==> src/rtl/chm_pkg.sv <==
// Overview of operation
// - words zero and one hold counters only
// - producer bumps its counter after payload
// - consumer echoes producer counter as acknowledge
// - plc writes command payload, then counter
// - device echoes command counter into response
// - device writes response, then bumps counter
// - plc echoes response counter into command
// - device zeroes response payload after plc acknowledge
// - device polls and refreshes on timers
// - command buffer inbound, response buffer outbound
package chm_pkg;
   // ************************************************************
   // buffer layout
   // ************************************************************
   localparam int unsigned WORD_W    = 16;
   localparam int unsigned DEPTH     = 16;
   localparam int unsigned ADDR_W    = 4;
   localparam int unsigned PAY_WORDS = 4;
   localparam logic [3:0]  W_ACK     = 4'h0;
   localparam logic [3:0]  W_CNT     = 4'h1;
   localparam logic [3:0]  W_PAY     = 4'h2;
   localparam logic        SEL_CMD   = 1'b0;
   localparam logic        SEL_RSP   = 1'b1;
   localparam logic [15:0] WORD_RST  = 16'h0000;

   // ************************************************************
   // timing
   // ************************************************************
   localparam int unsigned CLK_HZ        = 25_000_000;
   localparam int unsigned POLL_RATE_MS  = 10;
   localparam int unsigned HB_TIMEOUT_MS = 100;
   localparam int unsigned POLL_CYC      = POLL_RATE_MS * (CLK_HZ / 1000);
   localparam int unsigned HB_CYC        = HB_TIMEOUT_MS * (CLK_HZ / 1000);
   localparam int unsigned TMR_W         = 24;

   typedef logic [PAY_WORDS-1:0][WORD_W-1:0] chm_pay_t;
endpackage

==> src/rtl/chm_if.sv <==
`timescale 1ns/1ps
interface chm_if;
   logic                      req;
   logic                      we;
   logic                      sel;
   logic [chm_pkg::ADDR_W-1:0] addr;
   logic [chm_pkg::WORD_W-1:0] wdata;
   logic                      ack;
   logic [chm_pkg::WORD_W-1:0] rdata;

   modport device (output req, output we, output sel, output addr, output wdata, input ack, input rdata);
   modport plc    (input req, input we, input sel, input addr, input wdata, output ack, output rdata);
endinterface

==> src/rtl/chm_device.sv <==
`timescale 1ns/1ps
module chm_device #(
   parameter int unsigned POLL_CYC_P = chm_pkg::POLL_CYC,
   parameter int unsigned HB_CYC_P   = chm_pkg::HB_CYC
) (
   // clock and reset
   input  wire logic             clk_sys,
   input  wire logic             rstn,
   // link to plc memory
   chm_if.device                 lnk,
   // command out to the antenna logic
   output logic                  cmd_valid,
   output chm_pkg::chm_pay_t     cmd_data,
   // response in from the antenna logic
   input  wire logic             rsp_valid,
   input  wire chm_pkg::chm_pay_t rsp_data,
   output logic                  rsp_ready,
   // status
   output logic                  busy
);
   import chm_pkg::*;

   // ************************************************************
   // state
   // ************************************************************
   typedef enum logic [3:0] {
      D_IDLE  = 4'h0,
      D_RDCNT = 4'h1,
      D_WRACK = 4'h2,
      D_RDPAY = 4'h3,
      D_EXEC  = 4'h4,
      D_WRPAY = 4'h5,
      D_WRCNT = 4'h6,
      D_RDPAK = 4'h7,
      D_WTPAK = 4'h8,
      D_CLR   = 4'h9,
      D_HB    = 4'ha
   } chm_dst_t;

   typedef struct packed {
      chm_dst_t          st;
      logic              pend;
      logic              req;
      logic              we;
      logic              sel;
      logic [ADDR_W-1:0] addr;
      logic [WORD_W-1:0] wdata;
      logic [1:0]        idx;
      logic [WORD_W-1:0] last_cnt;
      logic [WORD_W-1:0] rsp_cnt;
      chm_pay_t          pay;
      logic [TMR_W-1:0]  poll_tmr;
      logic [TMR_W-1:0]  hb_tmr;
      logic              cmd_valid;
   } chm_dev_t;

   localparam logic [TMR_W-1:0] POLL_LD = TMR_W'(POLL_CYC_P - 1);
   localparam logic [TMR_W-1:0] HB_LD   = TMR_W'(HB_CYC_P - 1);

   chm_dev_t s_reg;
   chm_dev_t s_next;
   logic     done;

   // one access at a time; done marks its answer
   assign done = s_reg.pend & lnk.ack;

   // ************************************************************
   // next state
   // ************************************************************
   always_comb
   begin
      s_next     = s_reg;
      s_next.req = 1'b0;
      if (done)
      begin
         s_next.pend = 1'b0;
      end
      if (s_reg.poll_tmr != '0)
      begin
         s_next.poll_tmr = s_reg.poll_tmr - 1'b1;
      end
      if (s_reg.hb_tmr != '0)
      begin
         s_next.hb_tmr = s_reg.hb_tmr - 1'b1;
      end
      unique case (s_reg.st)
         D_IDLE:
         begin
            if (s_reg.hb_tmr == '0)
            begin
               // refresh the acknowledge word so the plc sees a live link
               s_next.st = D_HB;
            end
            else if (s_reg.poll_tmr == '0)
            begin
               s_next.st = D_RDCNT;
            end
         end
         D_HB:
         begin
            if (!s_reg.pend)
            begin
               s_next = issue(s_next, 1'b1, SEL_RSP, W_ACK, s_reg.last_cnt);
            end
            else if (done)
            begin
               s_next.hb_tmr = HB_LD;
               s_next.st     = D_IDLE;
            end
         end
         D_RDCNT:
         begin
            if (!s_reg.pend)
            begin
               s_next = issue(s_next, 1'b0, SEL_CMD, W_CNT, WORD_RST);
            end
            else if (done)
            begin
               s_next.poll_tmr = POLL_LD;
               if (lnk.rdata != s_reg.last_cnt)
               begin
                  s_next.last_cnt = lnk.rdata;
                  s_next.st       = D_WRACK;
               end
               else
               begin
                  s_next.st = D_IDLE;
               end
            end
         end
         D_WRACK:
         begin
            if (!s_reg.pend)
            begin
               s_next = issue(s_next, 1'b1, SEL_RSP, W_ACK, s_reg.last_cnt);
            end
            else if (done)
            begin
               s_next.hb_tmr = HB_LD;
               s_next.idx    = 2'h0;
               s_next.st     = D_RDPAY;
            end
         end
         D_RDPAY:
         begin
            if (!s_reg.pend)
            begin
               s_next = issue(s_next, 1'b0, SEL_CMD, W_PAY + ADDR_W'(s_reg.idx), WORD_RST);
            end
            else if (done)
            begin
               s_next.pay[s_reg.idx] = lnk.rdata;
               s_next.idx            = s_reg.idx + 1'b1;
               if (s_reg.idx == 2'(PAY_WORDS - 1))
               begin
                  s_next.cmd_valid = 1'b1;
                  s_next.st        = D_EXEC;
               end
            end
         end
         D_EXEC:
         begin
            if (rsp_valid)
            begin
               s_next.pay       = rsp_data;
               s_next.cmd_valid = 1'b0;
               s_next.idx       = 2'h0;
               s_next.st        = D_WRPAY;
            end
         end
         D_WRPAY:
         begin
            if (!s_reg.pend)
            begin
               s_next = issue(s_next, 1'b1, SEL_RSP, W_PAY + ADDR_W'(s_reg.idx), s_reg.pay[s_reg.idx]);
            end
            else if (done)
            begin
               s_next.idx = s_reg.idx + 1'b1;
               if (s_reg.idx == 2'(PAY_WORDS - 1))
               begin
                  s_next.st = D_WRCNT;
               end
            end
         end
         D_WRCNT:
         begin
            // counter goes last so the plc never sees a half written response
            if (!s_reg.pend)
            begin
               s_next = issue(s_next, 1'b1, SEL_RSP, W_CNT, s_reg.rsp_cnt + 1'b1);
            end
            else if (done)
            begin
               s_next.rsp_cnt = s_reg.rsp_cnt + 1'b1;
               s_next.st      = D_RDPAK;
            end
         end
         D_RDPAK:
         begin
            if (!s_reg.pend)
            begin
               s_next = issue(s_next, 1'b0, SEL_CMD, W_ACK, WORD_RST);
            end
            else if (done)
            begin
               s_next.poll_tmr = POLL_LD;
               s_next.idx      = 2'h0;
               s_next.st       = (lnk.rdata == s_reg.rsp_cnt) ? D_CLR : D_WTPAK;
            end
         end
         D_WTPAK:
         begin
            if (s_reg.poll_tmr == '0)
            begin
               s_next.st = D_RDPAK;
            end
         end
         D_CLR:
         begin
            // counters stay; only the payload words are zeroed
            if (!s_reg.pend)
            begin
               s_next = issue(s_next, 1'b1, SEL_RSP, W_PAY + ADDR_W'(s_reg.idx), WORD_RST);
            end
            else if (done)
            begin
               s_next.idx = s_reg.idx + 1'b1;
               if (s_reg.idx == 2'(PAY_WORDS - 1))
               begin
                  s_next.st = D_IDLE;
               end
            end
         end
         default:
         begin
            s_next.st = D_IDLE;
         end
      endcase
   end

   function automatic chm_dev_t issue(input chm_dev_t s, input logic we, input logic sel,
                                      input logic [ADDR_W-1:0] addr, input logic [WORD_W-1:0] wd);
      chm_dev_t r;
      r       = s;
      r.req   = 1'b1;
      r.pend  = 1'b1;
      r.we    = we;
      r.sel   = sel;
      r.addr  = addr;
      r.wdata = wd;
      return r;
   endfunction

   // ************************************************************
   // registers
   // ************************************************************
   always_ff @(posedge clk_sys or negedge rstn)
   begin
      if (!rstn)
      begin
         s_reg <= '0;
      end
      else
      begin
         s_reg <= s_next;
      end
   end

   // ************************************************************
   // outputs
   // ************************************************************
   assign lnk.req   = s_reg.req;
   assign lnk.we    = s_reg.we;
   assign lnk.sel   = s_reg.sel;
   assign lnk.addr  = s_reg.addr;
   assign lnk.wdata = s_reg.wdata;
   assign cmd_valid = s_reg.cmd_valid;
   assign cmd_data  = s_reg.pay;
   assign rsp_ready = (s_reg.st == D_EXEC);
   assign busy      = (s_reg.st != D_IDLE);
endmodule // chm_device

==> src/flat_wrapper.sv <==
// flat-port wrapper written by rule: the top's interface ports become plain ports
module chm_device_flat import chm_pkg::*;
#(
   parameter int unsigned POLL_CYC_P = chm_pkg::POLL_CYC,
   parameter int unsigned HB_CYC_P   = chm_pkg::HB_CYC
)
  (clk_sys, rstn, cmd_valid, cmd_data, rsp_valid, rsp_data, rsp_ready, busy, lnk_req, lnk_we, lnk_sel, lnk_addr, lnk_wdata, lnk_ack, lnk_rdata);
  chm_if lnk_i ();
  input  wire logic clk_sys;
  input  wire logic rstn;
  output logic cmd_valid;
  output chm_pkg::chm_pay_t cmd_data;
  input  wire logic rsp_valid;
  input  wire chm_pkg::chm_pay_t rsp_data;
  output logic rsp_ready;
  output logic busy;
  output wire logic [$bits(lnk_i.req)-1:0] lnk_req;
  output wire logic [$bits(lnk_i.we)-1:0] lnk_we;
  output wire logic [$bits(lnk_i.sel)-1:0] lnk_sel;
  output wire logic [$bits(lnk_i.addr)-1:0] lnk_addr;
  output wire logic [$bits(lnk_i.wdata)-1:0] lnk_wdata;
  input wire logic [$bits(lnk_i.ack)-1:0] lnk_ack;
  input wire logic [$bits(lnk_i.rdata)-1:0] lnk_rdata;
  assign lnk_req = lnk_i.req;
  assign lnk_we = lnk_i.we;
  assign lnk_sel = lnk_i.sel;
  assign lnk_addr = lnk_i.addr;
  assign lnk_wdata = lnk_i.wdata;
  assign lnk_i.ack = lnk_ack;
  assign lnk_i.rdata = lnk_rdata;
  chm_device #(.POLL_CYC_P(POLL_CYC_P), .HB_CYC_P(HB_CYC_P)) u_core (.clk_sys(clk_sys), .rstn(rstn), .lnk(lnk_i), .cmd_valid(cmd_valid), .cmd_data(cmd_data), .rsp_valid(rsp_valid), .rsp_data(rsp_data), .rsp_ready(rsp_ready), .busy(busy));
endmodule
==> config.mk <==
export PLATFORM = sky130hd
export DESIGN_NAME = chm_device_flat
export DESIGN_NICKNAME = d
export VERILOG_FILES = /design/src/rtl/chm_pkg.sv /design/src/rtl/chm_if.sv /design/src/rtl/chm_device.sv /design/src/flat_wrapper.sv
export SDC_FILE = /design/constraint.sdc
export NUM_CORES = 1
export LEC_CHECK = 0
export CAP_MARGIN = 20
export CORE_MARGIN = 2
export CORE_UTILIZATION = 69
export DETAILED_ROUTE_END_ITERATION = 7
export DONT_BUFFER_PORTS = 1
export PLACE_DENSITY = 0.86
export SYNTH_ARGS = -nofsm -noshare
export SYNTH_HDL_FRONTEND = slang
export SYNTH_SLANG_ARGS = --single-unit
==> constraint.sdc <==
create_clock -name clk_sys -period 4 [get_ports clk_sys]
set_clock_uncertainty 0.05 [all_clocks]
set_input_delay 0.6 -clock clk_sys [delete_from_list [all_inputs] [get_ports clk_sys]]
set_output_delay 0.6 -clock clk_sys [all_outputs]
set_load 0.05 [all_outputs]
# ---- Word-level counts from Yosys, hierarchy flattened
# Cells that the tools add are included.
dict set report op_classes {
  bitwise_logic 4
  mux 69
  addsub 5
  eq_ne 47
  reduce_logical 20
  order_cmp 2
}
# op n
set op_table {}
lappend op_table {{2-to-1 mux 24 bit} 11}
lappend op_table {{2-to-1 mux 64 bit} 3}
lappend op_table {{case mux 24 bit (8 select lines)} 1}
lappend op_table {{case mux 64 bit (3 select lines)} 1}
lappend op_table {{2-to-1 mux 146 bit} 1}
lappend op_table {{case mux 48 bit (3 select lines)} 1}
lappend op_table {{2-to-1 mux 16 bit} 7}
lappend op_table {{case mux 32 bit (3 select lines)} 1}
lappend op_table {{2-to-1 mux 4 bit} 23}
lappend op_table {{bitwise mux 64 bit} 1}
lappend op_table {{logical NOT 24 bit} 2}
lappend op_table {{!= test 2 x 1 -> 1 bit (second input constant)} 24}
lappend op_table {{nonzero test 24 bit} 2}
lappend op_table {{subtractor 24 x 1 -> 24 bit (second input constant)} 2}
lappend op_table {{case mux 4 bit (11 select lines)} 1}
lappend op_table {{2-to-1 mux 42 bit} 1}
lappend op_table {{binary-select mux 16 bit (select 2 bit)} 1}
lappend op_table {{demux 16 bit (select 2 bit)} 1}
lappend op_table {{2-to-1 mux 26 bit} 1}
lappend op_table {{AND reduction 22 bit} 1}
lappend op_table {{!= test 2 bit (second input constant)} 9}
lappend op_table {{AND reduction 9 bit} 2}
lappend op_table {{adder 16 x 1 -> 16 bit (second input constant)} 1}
lappend op_table {{equality test 16 bit} 1}
lappend op_table {{27 further kinds} 48}
dict set report totals {
  elab_cells 164
  reg_bits 175
}

# ---- Logic depth before layout (Yosys ltp)
dict set report logic_depth {
  ltp_word 8
  mapped_depth 8
  ltp_nobuf 8
}

# ---- Worst setup path before layout
# Ideal clock, no wire load.
dict set report synth_path {
  kind {reg2reg}
  startpoint {register u_core.s_reg[4] (netlist bit)}
  endpoint {register u_core.s_reg[171] (netlist bit)}
  stages_incl_launch_ff 7
  synth_period_minus_slack_ns 2.710
  setup_time_ns 0.125
  t_arrival_ns 2.536
  path_slack_ns 1.290
  path_cell_list {dfrtp_1 or4_4 or4_4 or3_4 o211a_1 nor2_4 mux2_2}
}
dict set report synth_between {
  elab_chain_cells 3
  word_cells_on_any_way 5
  cone_classes {eq/ne (1); mux (2); reduce/logical (2)}
}
# element line
set synth_lines {}
lappend synth_lines {{start: declaration} chm_device.sv:60} ;# chm_dev_t s_reg;
lappend synth_lines {{start signal: assignment} chm_device.sv:266} ;# s_reg <= s_next;
lappend synth_lines {{logical NOT 24 bit (*)} chm_device.sv:89} ;# if (s_reg.hb_tmr == '0)
lappend synth_lines {{!= test 3 x 1 -> 1 bit (no source line) or 2-to-1 mux 4 bit (tied branches)} n/a}
lappend synth_lines {{AND reduction 22 bit (no source line) or case mux 4 bit (11 select lines) (tied branches)} n/a}
# Mark *: on every way between the ends. The rest lies on a longest branch, timed or not.
# A chain may end at the register's enable or synchronous reset.

# ---- Worst setup path in the final report
dict set report layout_path {
  startpoint {register u_core.s_reg[173] (netlist bit)}
  endpoint {output port rsp_ready}
}
dict set report layout_between {
  elab_chain_cells 1
}
# element line
set layout_lines {}
lappend layout_lines {{equality test 4 x 3 -> 1 bit} chm_device.sv:280} ;# assign rsp_ready = (s_reg.st == D_EXEC);
lappend layout_lines {{end: declaration} flat_wrapper.sv:15} ;# output logic rsp_ready;
# No other way between the ends.

==> metrics.md <==
| Metric | Value |
|---|---|
| Gate count of the mapped netlist | 985 |
| Post-Syn Area | roughly 9900 um^2 |
| Share of layout cells above drive strength 1 | 10.4% |
| WL final | around 26000 um |
| Cell family with most CP delay | buffers and inverters |
| Worst Slack Setup Final | 0.895 ns |
| Synth cell types | 63 |
| CTS tree | built |
| Int Power | 4.58 mW |
| Final hold violations | 173 |
| Crit-path cells | nor2b_1 > nand2_1 > buf_4 > inv_2 > buf_4 |
| Final #Nets | 961 |
| Vias in the first global route | 7392 |
| PortBufs | 0 |
| Clock transition at the registers of the reported paths | approximately 0.070 ns |
| Dpl ws | 1.15 ns |
| Root buffer cell | clkbuf_16 |
| Final setup viols | 0 |
| Startpoint types | flip-flop |
| Comb pwr share | ~31% |
| Sequential Power Share | 51.3% |
| Chip height | approximately 120 um |
| Critical-path maximum fanout | 24 |
| Post-synthesis sequential area ratio | between 40% and 50% |
| Seq cells post-synth | 173 |
| RSZ-0062 raised after global routing | no |
| Crit path DAT | 2.46 ns |
| Clock Power Share | 18.2% |
| Layout area overhead | 0.707% |
| Die Area | 15300 um^2 |
| Largest net degree at the start of global routing | 174 |
| CTS Buf Count | 17 |
| Final TNS setup | 0 ns |
| Initial Util | between 70 and 80% |
| Antenna Nets Post-Route | 0 |
| Failing checks | hold timing |
| Fin crit share | 77.6% |
| Async S/R FF share, synth | 100% |
| FP Rows | 43 |
| Pins Over Slew Limit | 0 |
| CP required | 3.35 ns |
| Critical-path top delay cell | dfrtp_1 |
| Min Hold Slack | -0.194 ns |
| DR WL/cell | between 20 and 25 um |
| Synth Flop Type | dfrtp_1 |
| First-pass GRT wire length | just over 40000 um |
| Syn_nets | about 1100 |
| Sw Pwr | 4.57 mW |
| Antenna violations before repair | 0 |
| CTS resizes | 0 |
| DRC | 0 |
| Crit-path max cell delay | between 0.8 and 0.9 ns |
| Postcts setup bufs | 0 |
| Max_cap viols | 0 |
| GR Util All Layers | 35.6% |
| Die W | 124 um |
| RePlAce Congestion | between 0.9 and 1 |
| Final HPWL from detailed placement | 18300 um |
| Critical path type | flip-flop to primary output |
| Min Tclk post-route | 3.11 ns |
| # fillers | 990 |
| Most used cell, CP | buf_4 |
| Worst path buffer plus inverter count | 3 |
| Worst-margin pin slew | between 0.9 and 1 ns |
| Clock sink count | 173 |
| Syn Area/Cell | 10.1 um^2 |
| Seq. cell area | 4330 um^2 |
| Hold crit path type | input pin to asynchronous set/reset pin |
| Overflow after GRT | 0 |
| Status | complete, but fails checks |
| PwrDens | ~900 nW/um^2 |
| DRT iter0 DRCs | around 810 |
| Max Freq | 0.322 GHz |
| Switching share of power | roughly 50% |
| IO Count | 174 |
| Diodes inserted | 0 |
| Max reg flops | 87 |
| Yosys warnings | 0 |
| Relative slew slack | 33.9% |
| Worst reg-to-reg setup slack | around 1.1 ns |
| Vias per cell | 7.09 |
| Pre-Repair DR Iteration Count | 6 |
| Vias | 7524 |
| Leakage power | a little over 4 nW |
| VDD IR max | 0.000655 V |
| Worst skew pair latency | 0.44 ns |
| Clock Path Buffers | 2 |
| H-tree Lvls | 4 |
| CORE AREA | 13900 um^2 |
| Multi-input gate area | around 4600 um^2 |
| Post-synth EDFFs | 0 |
| Worst setup EP type | primary output |
[power groups by stage]
stage	logic, mW	registers [mW]	clock network, mW
after global routing	3.04	4.77	1.76
final	2.79	4.69	1.66
after floorplan	4.17	2.93	0
after CTS	2.72	4.66	1.67
after detailed placement	2.68	4.68	0
after global placement	2.55	4.63	0
[routing by layer]
metal / share of wire (%) / wire length, um / GRT usage, % / up-vias
met1: 38 / 10100 / 45.3 / 3727
met4: 3.0 / 802 / 14.7 / 0
met2: 49 / 12800 / 56.5 / 465
met5: 0 / 0 / 0 / -
met3: 10 / 2670 / 11.3 / 63
li1: - / - / - / 3269
[cell families (layout without fill, tap and decap cells)]
kind of cell               after synthesis  in the layout  synth area share [%]
muxes                                   37             37                  6.03
xor gates and xnor gates               100            100                  8.84
DFF                                    173            173                  43.7
and+or+nand+nor                        271            271                  13.6
buffers and inverters                  165             61                  9.50
other                                    1              1                0.0379
AOI/OAI and AO/OA                      230            230                  17.3
adders and majority gates                8              8                  1.01
[cells in the mapped netlist, types with 3 or more instances]
master / instances / share of area, %
mux4_2: 16 / 3.6
o31ai_1: 6 / 0.45
nor2_1: 74 / 2.8
and3_1: 5 / 0.32
o21ai_1: 4 / 0.20
ha_1: 8 / 1.0
nand2b_1: 5 / 0.32
o21ai_0: 24 / 1.2
nor2b_1: 5 / 0.32
nand2_1: 66 / 2.5
xnor2_1: 36 / 3.2
or4_1: 9 / 0.68
inv_1: 12 / 0.45
nor4_1: 18 / 1.1
a22oi_1: 73 / 5.5
a22o_1: 3 / 0.27
and2_1: 17 / 1.1
a31oi_1: 5 / 0.32
xor2_1: 64 / 5.7
buf_1: 12 / 0.45
clkbuf_1: 53 / 2.0
a221oi_1: 6 / 0.53
or2_2: 3 / 0.19
nand3_1: 17 / 0.86
nor3_1: 21 / 1.1
dfrtp_1: 173 / 44
buf_4: 85 / 6.4
or3_1: 8 / 0.51
o2bb2ai_1: 64 / 5.7
nand4_1: 11 / 0.69
mux2_2: 19 / 2.2
nor4b_1: 3 / 0.27
a21oi_1: 22 / 1.1
[cells in the final DEF (no fill, tap or decap), types with 3 or more instances in the layout]
cell / instances
clkbuf_16: 17
or3_1: 8
xor2_1: 64
dfrtp_1: 173
nand2_1: 66
o2bb2ai_1: 64
nor3_1: 21
xnor2_1: 36
a221oi_1: 6
mux2_2: 19
nand2b_1: 5
clkinvlp_4: 3
a31oi_1: 5
nor4_1: 18
mux4_2: 16
o31ai_1: 6
o21ai_1: 4
nand4_1: 11
a22o_1: 3
nor2b_1: 5
o21ai_0: 24
and3_1: 5
nand3_1: 17
nor2_1: 74
inv_1: 12
clkinv_4: 3
and2_1: 17
a22oi_1: 73
ha_1: 8
nor4b_1: 3
a21oi_1: 22
or2_2: 3
or4_1: 9
buf_4: 16
[through the flow]
step                power, mW  cells  util [%]  instance area, um^2
floorplan                7.10    985         -                 9910
global placement         7.18   1029      67.2                 9360
detailed placement       7.37   1029      67.2                 9360
CTS                      9.06   1060      71.4                 9950
global route             9.57   1061      71.6                 9980
finish                   9.15   1061      71.6                 9980
[cell type report]
| class | instances | share of cell area [%] |
|---|---|---|
| flip-flops and latches | 173 | 43.4 |
| well taps | 180 | 2.26 |
| clock buffers | 17 | 4.26 |
| inverters | 13 | 0.489 |
| multi-input cells | 647 | 46.5 |
| clock inverters | 14 | 1.64 |
| repair buffers | 17 | 1.48 |
[worst paths after layout]
path | from | to | cells past startpoint
worst max register to register | u_core.s_reg[145]$_DFFE_PN0P_ | u_core.s_reg[171]$_DFFE_PN0P_ | 9
worst max-delay path | u_core.s_reg[173]$_DFFE_PN0P_ | rsp_ready | 5
worst min register to register | u_core.s_reg[22]$_DFF_PN0_ | u_core.s_reg[22]$_DFF_PN0_ | 2
min in group clk_sys | lnk_ack | u_core.s_reg[170]$_DFF_PN0_ | 1
worst min-delay path | rstn | u_core.cmd_data[50]$_DFFE_PN0P_ | 0
max in group asynchronous | rstn | u_core.lnk.addr[1]$_DFFE_PN0P_ | 0
[worst register-to-register path, delay by kind of cell, from the launching register on]
family	cells	cell delay (ns)
adders and majority gates	1	0.21
buffers and inverters	2	0.66
and+or+nand+nor	2	0.28
DFF	1	0.43
AOI/OAI and AO/OA	3	0.80
muxes	1	0.35
(Power assumes the default switching activity.)
